### src/inc/fnpl_pkg.sv
// Shared constants and types for the fractional-N pattern and lock block
package fnpl_pkg;

  // Field widths of the loaded configuration word, then divisor, accumulator, trim and lock counter widths
  localparam int COUNT_W    = 5;
  localparam int P_SEL_W    = 4;
  localparam int WRAP_SEL_W = 3;
  localparam int POST_SEL_W = 5;
  localparam int DIV_W      = 6;
  localparam int ACC_W      = 6;
  localparam int TRIM_W     = 8;
  localparam int LCNT_W     = 9;

  // Reset values of the latched configuration
  localparam logic [COUNT_W-1:0]    COUNT_RESET    = 5'h00;
  localparam logic [P_SEL_W-1:0]    P_SEL_RESET    = 4'h0;
  localparam logic [WRAP_SEL_W-1:0] WRAP_SEL_RESET = 3'h0;
  localparam logic [POST_SEL_W-1:0] POST_SEL_RESET = 5'h00;

  // Integer divider: P is the select code plus this base
  localparam logic [DIV_W-1:0] P_BASE = 6'h11;

  // Center trim counter, restarted at mid-scale for each acquisition
  localparam logic [TRIM_W-1:0] TRIM_RESET = 8'h80;
  localparam logic [TRIM_W-1:0] TRIM_MAX   = 8'hFF;
  localparam logic [TRIM_W-1:0] TRIM_MIN   = 8'h00;
  localparam int                TRIM_STEP_MV = 12;

  // Lock detector counts
  localparam logic [LCNT_W-1:0] LOCK_QUAL_COUNT  = 9'h100;
  localparam logic [LCNT_W-1:0] UNLOCK_NET_COUNT = 9'h100;

  // Wrapper M and N divisor decode, indexed by select code
  localparam logic [DIV_W-1:0] WRAP_DIV_LUT [8] = '{
    6'h10, 6'h10, 6'h12, 6'h11, 6'h1F, 6'h0E, 6'h20, 6'h0F};

  // Post-divider decode; replace entries to change the mapping
  localparam logic [DIV_W-1:0] POST_DIV_LUT [32] = '{
    6'h02, 6'h04, 6'h06, 6'h08, 6'h0A, 6'h0C, 6'h0E, 6'h10,
    6'h12, 6'h14, 6'h16, 6'h18, 6'h1A, 6'h1C, 6'h1E, 6'h20,
    6'h22, 6'h24, 6'h26, 6'h28, 6'h2A, 6'h2C, 6'h2E, 6'h30,
    6'h32, 6'h34, 6'h36, 6'h38, 6'h3A, 6'h3C, 6'h3C, 6'h3C};

  // Lock detector states
  typedef enum logic [1:0] {
    LD_HUNT   = 2'b01,
    LD_LOCKED = 2'b10
  } fnpl_lock_state_t;

endpackage : fnpl_pkg

### src/inc/fnpl_lock_if.sv
// Connection between the top level and one lock detector
`timescale 1ns/1ns
interface fnpl_lock_if;
  logic       clear;
  logic       largeErr;
  logic       locked;

  modport det (input clear, input largeErr, output locked);
  modport ctl (output clear, output largeErr, input locked);
endinterface : fnpl_lock_if

### src/rtl/fnpl_lock_detect.sv
// Digital lock detector for one loop
`timescale 1ns/1ns
module fnpl_lock_detect
  import fnpl_pkg::*;
(
  input wire logic mclk,
  input wire logic rst_n,
  fnpl_lock_if.det lk
);

  fnpl_lock_state_t    state;
  fnpl_lock_state_t    next_state;
  logic [LCNT_W-1:0]   count;
  logic [LCNT_W-1:0]   next_count;

  // Qualify clean clocks while hunting, net error count once locked
  always_comb begin
    next_state = state;
    next_count = count;
    if (lk.clear) begin
      next_state = LD_HUNT;
      next_count = '0;
    end else begin
      unique case (state)
        LD_HUNT: begin
          if (lk.largeErr) begin
            next_count = '0;
          end else if (count == LOCK_QUAL_COUNT - 9'h001) begin
            next_state = LD_LOCKED;
            next_count = '0;
          end else begin
            next_count = count + 9'h001;
          end
        end
        LD_LOCKED: begin
          if (lk.largeErr) begin
            if (count == UNLOCK_NET_COUNT - 9'h001) begin
              next_state = LD_HUNT;
              next_count = '0;
            end else begin
              next_count = count + 9'h001;
            end
          end else if (count != '0) begin
            next_count = count - 9'h001;
          end
        end
        default: begin
          next_state = LD_HUNT;
          next_count = '0;
        end
      endcase
    end
  end

  // State registers
  always_ff @(posedge mclk or negedge rst_n) begin
    if (!rst_n) begin
      state <= LD_HUNT;
      count <= '0;
    end else begin
      state <= next_state;
      count <= next_count;
    end
  end

  assign lk.locked = (state == LD_LOCKED);

endmodule : fnpl_lock_detect

### src/rtl/fnpl_top.sv
// Digital control of the two-loop fractional-N synthesizer
`timescale 1ns/1ns
module fnpl_top
  import fnpl_pkg::*;
(
  input  wire logic                  mclk,
  input  wire logic                  rst_n,
  input  wire logic                  acqStart,
  input  wire logic [COUNT_W-1:0]    highRatioCountField,
  input  wire logic [COUNT_W-1:0]    lowRatioCountField,
  input  wire logic [P_SEL_W-1:0]    integerDivSelect,
  input  wire logic [WRAP_SEL_W-1:0] wrapperDenominatorSelect,
  input  wire logic [WRAP_SEL_W-1:0] wrapperNumeratorSelect,
  input  wire logic [POST_SEL_W-1:0] outputPostDividerSelect,
  input  wire logic                  trimStep,
  input  wire logic                  trimDown,
  input  wire logic                  fracPumpUp,
  input  wire logic                  fracPumpDown,
  input  wire logic                  wrapPumpUp,
  input  wire logic                  wrapPumpDown,
  output logic                       divideSelect,
  output logic [DIV_W-1:0]           feedbackDivisor,
  output logic [DIV_W-1:0]           integerDivisor,
  output logic                       patternWrap,
  output logic [DIV_W-1:0]           wrapperDenominator,
  output logic [DIV_W-1:0]           wrapperNumerator,
  output logic [DIV_W-1:0]           postDivisor,
  output logic                       synthOutputP,
  output logic                       synthOutputN,
  output logic [TRIM_W-1:0]          coarseTrimFrac,
  output logic [TRIM_W-1:0]          coarseTrimWrap,
  output logic                       fracLocked,
  output logic                       wrapLocked,
  output logic                       locked
);

  // Configuration latched when acquisition begins
  logic [COUNT_W-1:0]    highCount;
  logic [COUNT_W-1:0]    next_highCount;
  logic [COUNT_W-1:0]    lowCount;
  logic [COUNT_W-1:0]    next_lowCount;
  logic [P_SEL_W-1:0]    pSel;
  logic [P_SEL_W-1:0]    next_pSel;
  logic [WRAP_SEL_W-1:0] denSel;
  logic [WRAP_SEL_W-1:0] next_denSel;
  logic [WRAP_SEL_W-1:0] numSel;
  logic [WRAP_SEL_W-1:0] next_numSel;
  logic [POST_SEL_W-1:0] postSel;
  logic [POST_SEL_W-1:0] next_postSel;
  logic [DIV_W-1:0]      next_integerDivisor;
  logic [DIV_W-1:0]      next_wrapperDenominator;
  logic [DIV_W-1:0]      next_wrapperNumerator;
  logic [DIV_W-1:0]      next_postDivisor;

  // Fields change only at acquisition so the loops never see a torn word
  always_comb begin
    next_highCount = highCount;
    next_lowCount  = lowCount;
    next_pSel      = pSel;
    next_denSel    = denSel;
    next_numSel    = numSel;
    next_postSel   = postSel;
    if (acqStart) begin
      next_highCount = highRatioCountField;
      next_lowCount  = lowRatioCountField;
      next_pSel      = integerDivSelect;
      next_denSel    = wrapperDenominatorSelect;
      next_numSel    = wrapperNumeratorSelect;
      next_postSel   = outputPostDividerSelect;
    end
    next_integerDivisor     = {2'b00, next_pSel} + P_BASE;
    next_wrapperDenominator = WRAP_DIV_LUT[next_denSel];
    next_wrapperNumerator   = WRAP_DIV_LUT[next_numSel];
    next_postDivisor        = POST_DIV_LUT[next_postSel];
  end

  // Configuration registers
  always_ff @(posedge mclk or negedge rst_n) begin
    if (!rst_n) begin
      highCount          <= COUNT_RESET;
      lowCount           <= COUNT_RESET;
      pSel               <= P_SEL_RESET;
      denSel             <= WRAP_SEL_RESET;
      numSel             <= WRAP_SEL_RESET;
      postSel            <= POST_SEL_RESET;
      integerDivisor     <= P_BASE;
      wrapperDenominator <= WRAP_DIV_LUT[0];
      wrapperNumerator   <= WRAP_DIV_LUT[0];
      postDivisor        <= POST_DIV_LUT[0];
    end else begin
      highCount          <= next_highCount;
      lowCount           <= next_lowCount;
      pSel               <= next_pSel;
      denSel             <= next_denSel;
      numSel             <= next_numSel;
      postSel            <= next_postSel;
      integerDivisor     <= next_integerDivisor;
      wrapperDenominator <= next_wrapperDenominator;
      wrapperNumerator   <= next_wrapperNumerator;
      postDivisor        <= next_postDivisor;
    end
  end

  // Bresenham pattern accumulator
  logic             active;
  logic             next_active;
  logic [ACC_W-1:0] accum;
  logic [ACC_W-1:0] next_accum;
  logic [ACC_W-1:0] patTotal;
  logic [ACC_W-1:0] patSum;
  logic [ACC_W-1:0] patReduced;
  logic             patWrapped;
  logic             next_divideSelect;
  logic             next_patternWrap;
  logic [DIV_W-1:0] next_feedbackDivisor;

  // Accum stays below the total, so the sum fits six bits for totals up to 33; the
  // all-zero count setting is left undefined and just free-runs
  always_comb begin
    patTotal   = {1'b0, highCount} + {1'b0, lowCount};
    patSum     = accum + {1'b0, lowCount};
    patWrapped = (patSum >= patTotal);
    patReduced = patWrapped ? patSum - patTotal : patSum;
    next_active       = active | acqStart;
    next_accum        = accum;
    next_divideSelect = 1'b1;
    next_patternWrap  = 1'b0;
    if (acqStart) begin
      next_accum = '0;
    end else if (active) begin
      next_accum        = patReduced;
      next_divideSelect = ~patWrapped;
      next_patternWrap  = (patReduced == '0);
    end
    // Select one picks P, zero picks P minus one
    next_feedbackDivisor = next_divideSelect ? next_integerDivisor
                         : next_integerDivisor - 6'h01;
  end

  // Pattern registers
  always_ff @(posedge mclk or negedge rst_n) begin
    if (!rst_n) begin
      active          <= 1'b0;
      accum           <= '0;
      divideSelect    <= 1'b1;
      patternWrap     <= 1'b0;
      feedbackDivisor <= P_BASE;
    end else begin
      active          <= next_active;
      accum           <= next_accum;
      divideSelect    <= next_divideSelect;
      patternWrap     <= next_patternWrap;
      feedbackDivisor <= next_feedbackDivisor;
    end
  end

  // Post divider: a one-cycle high per period, duty cycle not kept
  logic [DIV_W-1:0] postCnt;
  logic [DIV_W-1:0] next_postCnt;
  logic             next_synthOutputP;

  always_comb begin
    next_postCnt      = postCnt + 6'h01;
    next_synthOutputP = 1'b0;
    if (acqStart) begin
      next_postCnt = '0;
    end else if (postCnt >= postDivisor - 6'h01) begin
      next_postCnt      = '0;
      next_synthOutputP = 1'b1;
    end
  end

  // Post divider registers; both legs from flops to keep them aligned
  always_ff @(posedge mclk or negedge rst_n) begin
    if (!rst_n) begin
      postCnt      <= '0;
      synthOutputP <= 1'b0;
      synthOutputN <= 1'b1;
    end else begin
      postCnt      <= next_postCnt;
      synthOutputP <= next_synthOutputP;
      synthOutputN <= ~next_synthOutputP;
    end
  end

  // Center frequency trim, shared by both oscillators
  logic [TRIM_W-1:0] trim;
  logic [TRIM_W-1:0] next_trim;

  // Saturate at the ends so a runaway sequencer cannot wrap the VCO
  always_comb begin
    next_trim = trim;
    if (acqStart) begin
      next_trim = TRIM_RESET;
    end else if (trimStep) begin
      if (trimDown) begin
        if (trim != TRIM_MIN) next_trim = trim - 8'h01;
      end else begin
        if (trim != TRIM_MAX) next_trim = trim + 8'h01;
      end
    end
  end

  // Trim register
  always_ff @(posedge mclk or negedge rst_n) begin
    if (!rst_n) begin
      trim <= TRIM_RESET;
    end else begin
      trim <= next_trim;
    end
  end

  // One counter drives both coarse inputs identically
  assign coarseTrimFrac = trim;
  assign coarseTrimWrap = trim;

  // Pump pulses come from the analog side: two flops before use
  logic [3:0] pumpMeta;
  logic [3:0] next_pumpMeta;
  logic [3:0] pumpSync;
  logic [3:0] next_pumpSync;

  always_comb begin
    next_pumpMeta = {wrapPumpDown, wrapPumpUp, fracPumpDown, fracPumpUp};
    next_pumpSync = pumpMeta;
  end

  // Synchroniser registers
  always_ff @(posedge mclk or negedge rst_n) begin
    if (!rst_n) begin
      pumpMeta <= 4'h0;
      pumpSync <= 4'h0;
    end else begin
      pumpMeta <= next_pumpMeta;
      pumpSync <= next_pumpSync;
    end
  end

  // Lock detectors, one per loop
  fnpl_lock_if fracLk ();
  fnpl_lock_if wrapLk ();

  // Pulse still present at the reference edge counts as a large error
  assign fracLk.largeErr = pumpSync[0] | pumpSync[1];
  assign wrapLk.largeErr = pumpSync[2] | pumpSync[3];
  assign fracLk.clear    = acqStart;
  assign wrapLk.clear    = acqStart;

  fnpl_lock_detect uFracLock (
    .mclk  (mclk),
    .rst_n (rst_n),
    .lk    (fracLk.det)
  );

  fnpl_lock_detect uWrapLock (
    .mclk  (mclk),
    .rst_n (rst_n),
    .lk    (wrapLk.det)
  );

  logic next_locked;

  always_comb begin
    next_locked = fracLk.locked & wrapLk.locked;
  end

  // Lock status registers
  always_ff @(posedge mclk or negedge rst_n) begin
    if (!rst_n) begin
      fracLocked <= 1'b0;
      wrapLocked <= 1'b0;
      locked     <= 1'b0;
    end else begin
      fracLocked <= fracLk.locked;
      wrapLocked <= wrapLk.locked;
      locked     <= next_locked;
    end
  end

endmodule : fnpl_top

### config.mk
export PLATFORM = sky130hd
export DESIGN_NAME = fnpl_top
export DESIGN_NICKNAME = d
export VERILOG_FILES = /design/src/inc/fnpl_pkg.sv /design/src/inc/fnpl_lock_if.sv /design/src/rtl/fnpl_lock_detect.sv /design/src/rtl/fnpl_top.sv
export SDC_FILE = /design/constraint.sdc
export NUM_CORES = 1
export LEC_CHECK = 0
export BUFFER_PORTS_ARGS = -buffer_cell sky130_fd_sc_hd__buf_2
export CAP_MARGIN = 25
export CORE_ASPECT_RATIO = 2
export CORE_UTILIZATION = 60
export CTS_BUF_LIST = sky130_fd_sc_hd__clkbuf_8
export DETAILED_ROUTE_END_ITERATION = 10
export PLACE_DENSITY = 0.87
export SETUP_SLACK_MARGIN = 0.5
export SLEW_MARGIN = 20
export SYNTH_ARGS = -nofsm -noshare
export SYNTH_HDL_FRONTEND = slang
export SYNTH_SLANG_ARGS = --single-unit
### constraint.sdc
create_clock -name mclk -period 3.1 [get_ports mclk]
set_input_delay 0.155 -clock mclk [delete_from_list [all_inputs] [get_ports mclk]]
set_output_delay 0.155 -clock mclk [all_outputs]
set_load 0.01 [all_outputs]
==> metrics.yaml <==
cts:
  h-tree-depth: 3
  clock_latency_ns: 0.39
  clk_pin_slew_ns: 0.12
  cts.sinks: 110
  cts_tree: "yes"
  cts_buffers: 9
  clockBufferDepth: 2
  clockRootBuffer: "clkbuf_8"
critical_path:
  crit_start: "lowCount[1]$_DFFE_PN0P_"
  timing.rr.start: "lowCount[1]$_DFFE_PN0P_"
  crit_fanout: 8
  regToRegSetupSlack_ns: 0.11
  arrival_ns: 3.28
  end_kind: "register"
  r2r.worst_path.cells: 10
  crit_end: "accum[1]$_DFFE_PN0P_"
  crit_type: "register to register"
  cp-start-kind: "register"
  reg2reg_to: "accum[1]$_DFFE_PN0P_"
  cp.required_ns: 3.39
yosys:
  synth-seq-cells: 110
  avgSynthCellArea_sq_um: 10.2
  syn_inst: 625
  synth_ff_type: "dfrtp_1"
  ys_warn_count: 0
  seq_area_frac_synth: 0.434
  yosysUniqueCellTypes: 78
  synth_nets: 712
  synth-edff-count: 0
  async_flop_share: 1.00
  synth_area_sq_um: 6380
sta:
  fmax_mhz: 334
  slew_headroom: 0.498
  skew_ns: 0.0155
  final_max_slew_viol_count: 0
  period_needed_ns: 2.99
  rsz0062_at_grt: "yes"
  whs_ns: 0.0758
  finalSetupTns_ns: 0
  tightest_slew_ns: 0.753
  hold_viol_final: 0
  finalSetupViolCount: 0
  period_share: 0.965
route:
  drt_iter0_drc: 318
  drtPass1Iterations: 5
  wire_per_inst_um: 18.7
  vias: 5286
  via_per_inst: 6.09
  drt_wl_total_mm: 16.3
  ant_nets: 0
  post-route-drc-count: 0
power:
  power_frac_comb: 0.505
  power_density_nw_per_um2: 704
  clockPowerShare: 0.170
  p_leak_uw: 0.00356
  irDropWorstVdd_mv: 0.990
  p_sw_frac: 0.406
  p_int_uw: 3180
  seqPwrFrac: 0.325
  p_switching_uw: 2180
die:
  std_cell_rows: 52
  core_sq_um: 10200
  die-area_sq_um: 11100
  ioPinCount: 87
  chipHeight_um: 148
  initial_core_util: 0.625
  fp.dieW_um: 74.9
global_routing:
  gr-total-overflow: 0
  globalRouteTotalUtil: 0.297
  antenna_found_initial: 0
  grt_pass1_wl_mm: 25.2
  grt_pass1_vias: 5510
  grt_max_degree: 59
min_path:
  hold_class: "input port to register"
layout:
  final_nets: 815
  layout-drive-gt1-share: 0.285
  finalNonFillerCells: 868
  area_growth_pct: 19.4
  final_area_sq_um: 7610
  nFillCells: 699
  diodes: 0
placed_design:
  placed_cells: 826
  port_buffers: 85
  placed_cell_area_sq_um: 6940
  hpwl_mm: 10.9
  place_congestion: 0.881
status:
  outcome: "finished, final reports clean"
flow_run:
  maxCapViolCount: 0
worst min-delay path by stage:
stage / from / end / cells past startpoint
global placement: rst_n / uWrapLock.count[3]$_DFFE_PN0P_ / 1
CTS: highRatioCountField[1] / highCount[1]$_DFFE_PN0P_ / 2
global route: integerDivSelect[1] / pSel[1]$_DFF_PN0_ / 2
finish: outputPostDividerSelect[3] / postSel[3]$_DFF_PN0_ / 2
detailed placement: fracPumpUp / next_pumpSync[0]$_DFF_PN0_ / 1
floorplan: rst_n / accum[0]$_DFFE_PN0P_ / 0
cell families after synthesis:
kind of cell | count (synthesis) | share of synthesized area
simple gates | 206 | 0.171
compound gates | 129 | 0.144
flops | 110 | 0.434
buf+inv | 66 | 0.0488
fa+ha+maj | 53 | 0.109
mux | 35 | 0.0582
xor+xnor | 25 | 0.0343
other cells | 1 | 0.000588
routing by layer:
layer  vias up  track usage  part of all wire
met3        52       0.0545             0.037
li1       2434            -                 -
met4         0        0.148             0.039
met2       190        0.545              0.58
met5         -            0                 0
met1      2610        0.306              0.34
registers in the layout, summed over array words and instances, names as in the netlist, 6 cells and up:
signal / cells
accum: 6
coarseTrimFrac: 8
feedbackDivisor: 6
integerDivisor: 6
postCnt: 6
uFracLock.count: 9
uWrapLock.count: 9
final cells by class:
class	count	area (sq um)	area share
clock buffer	9	124	0.0163
timing repair buffer	116	709	0.0932
inverter	42	158	0.0207
sequential	110	2770	0.364
multi-input combinational	449	3600	0.472
tap	135	169	0.0222
clock inverter	7	88.8	0.0117
critical path, cell delays in order (launching register included):
cell      delay, ns
dfrtp_2        0.50
ha_4           0.29
a211oi_4       0.33
nor2_1         0.09
xor2_1         0.33
ha_4           0.29
a21oi_4        0.19
a31oi_4        0.15
nor2_4         0.29
nand2_2        0.10
a311oi_2       0.32
power by group through the flow:
stage / Clock, uW / Combinational [uW] / Sequential (uW)
after floorplan: 0 / 1530 / 1770
after global placement: 0 / 1930 / 1740
after detailed placement: 0 / 2040 / 1750
after CTS: 918 / 2320 / 1730
after global routing: 982 / 2880 / 1760
final: 912 / 2710 / 1740
metrics by stage:
step	setup slack (ns)	util	total power [uW]
2_1_floorplan	0.432	-	3300
3_3_place_gp	0.258	0.679	3680
3_5_place_dp	0.167	0.679	3790
4_1_cts	0.291	0.731	4970
5_1_grt	0.0362	0.745	5620
6_report	0.108	0.745	5360
cell usage in the layout, fill, tap and decap left out, drive strengths merged, types with 17 or more instances in the layout:
cell / instances
mux2: 17
nor2: 66
mux2i: 18
inv: 47
dfrtp: 98
a21oi: 31
xnor2: 18
nand2: 33
nor3: 18
o21ai: 26
ha: 49
buf: 101
timing repair:
item                                   in CTS  in global routing
setup endpoints to repair                  14                 19
pin swaps                                  17                 18
gates resized for setup                    21                 20
endpoints found under the hold margin      66                  1
buffers inserted                            7                  4
hold buffers                               14                  1
synthesized netlist by cell type, types with 12 or more instances:
library cell | number | area (sq um)
dfrtp_1 | 98 | 2450
nor2_1 | 64 | 240
ha_1 | 49 | 613
inv_1 | 42 | 158
nand2_1 | 32 | 120
a21oi_1 | 31 | 155
o21ai_0 | 25 | 125
mux2i_1 | 18 | 180
xnor2_1 | 18 | 158
mux2_2 | 17 | 191
nor3_1 | 17 | 85.1
a211oi_1 | 14 | 105
buf_4 | 12 | 90.1
dfstp_2 | 12 | 315
Note: power is estimated with default switching activity, not from simulation.
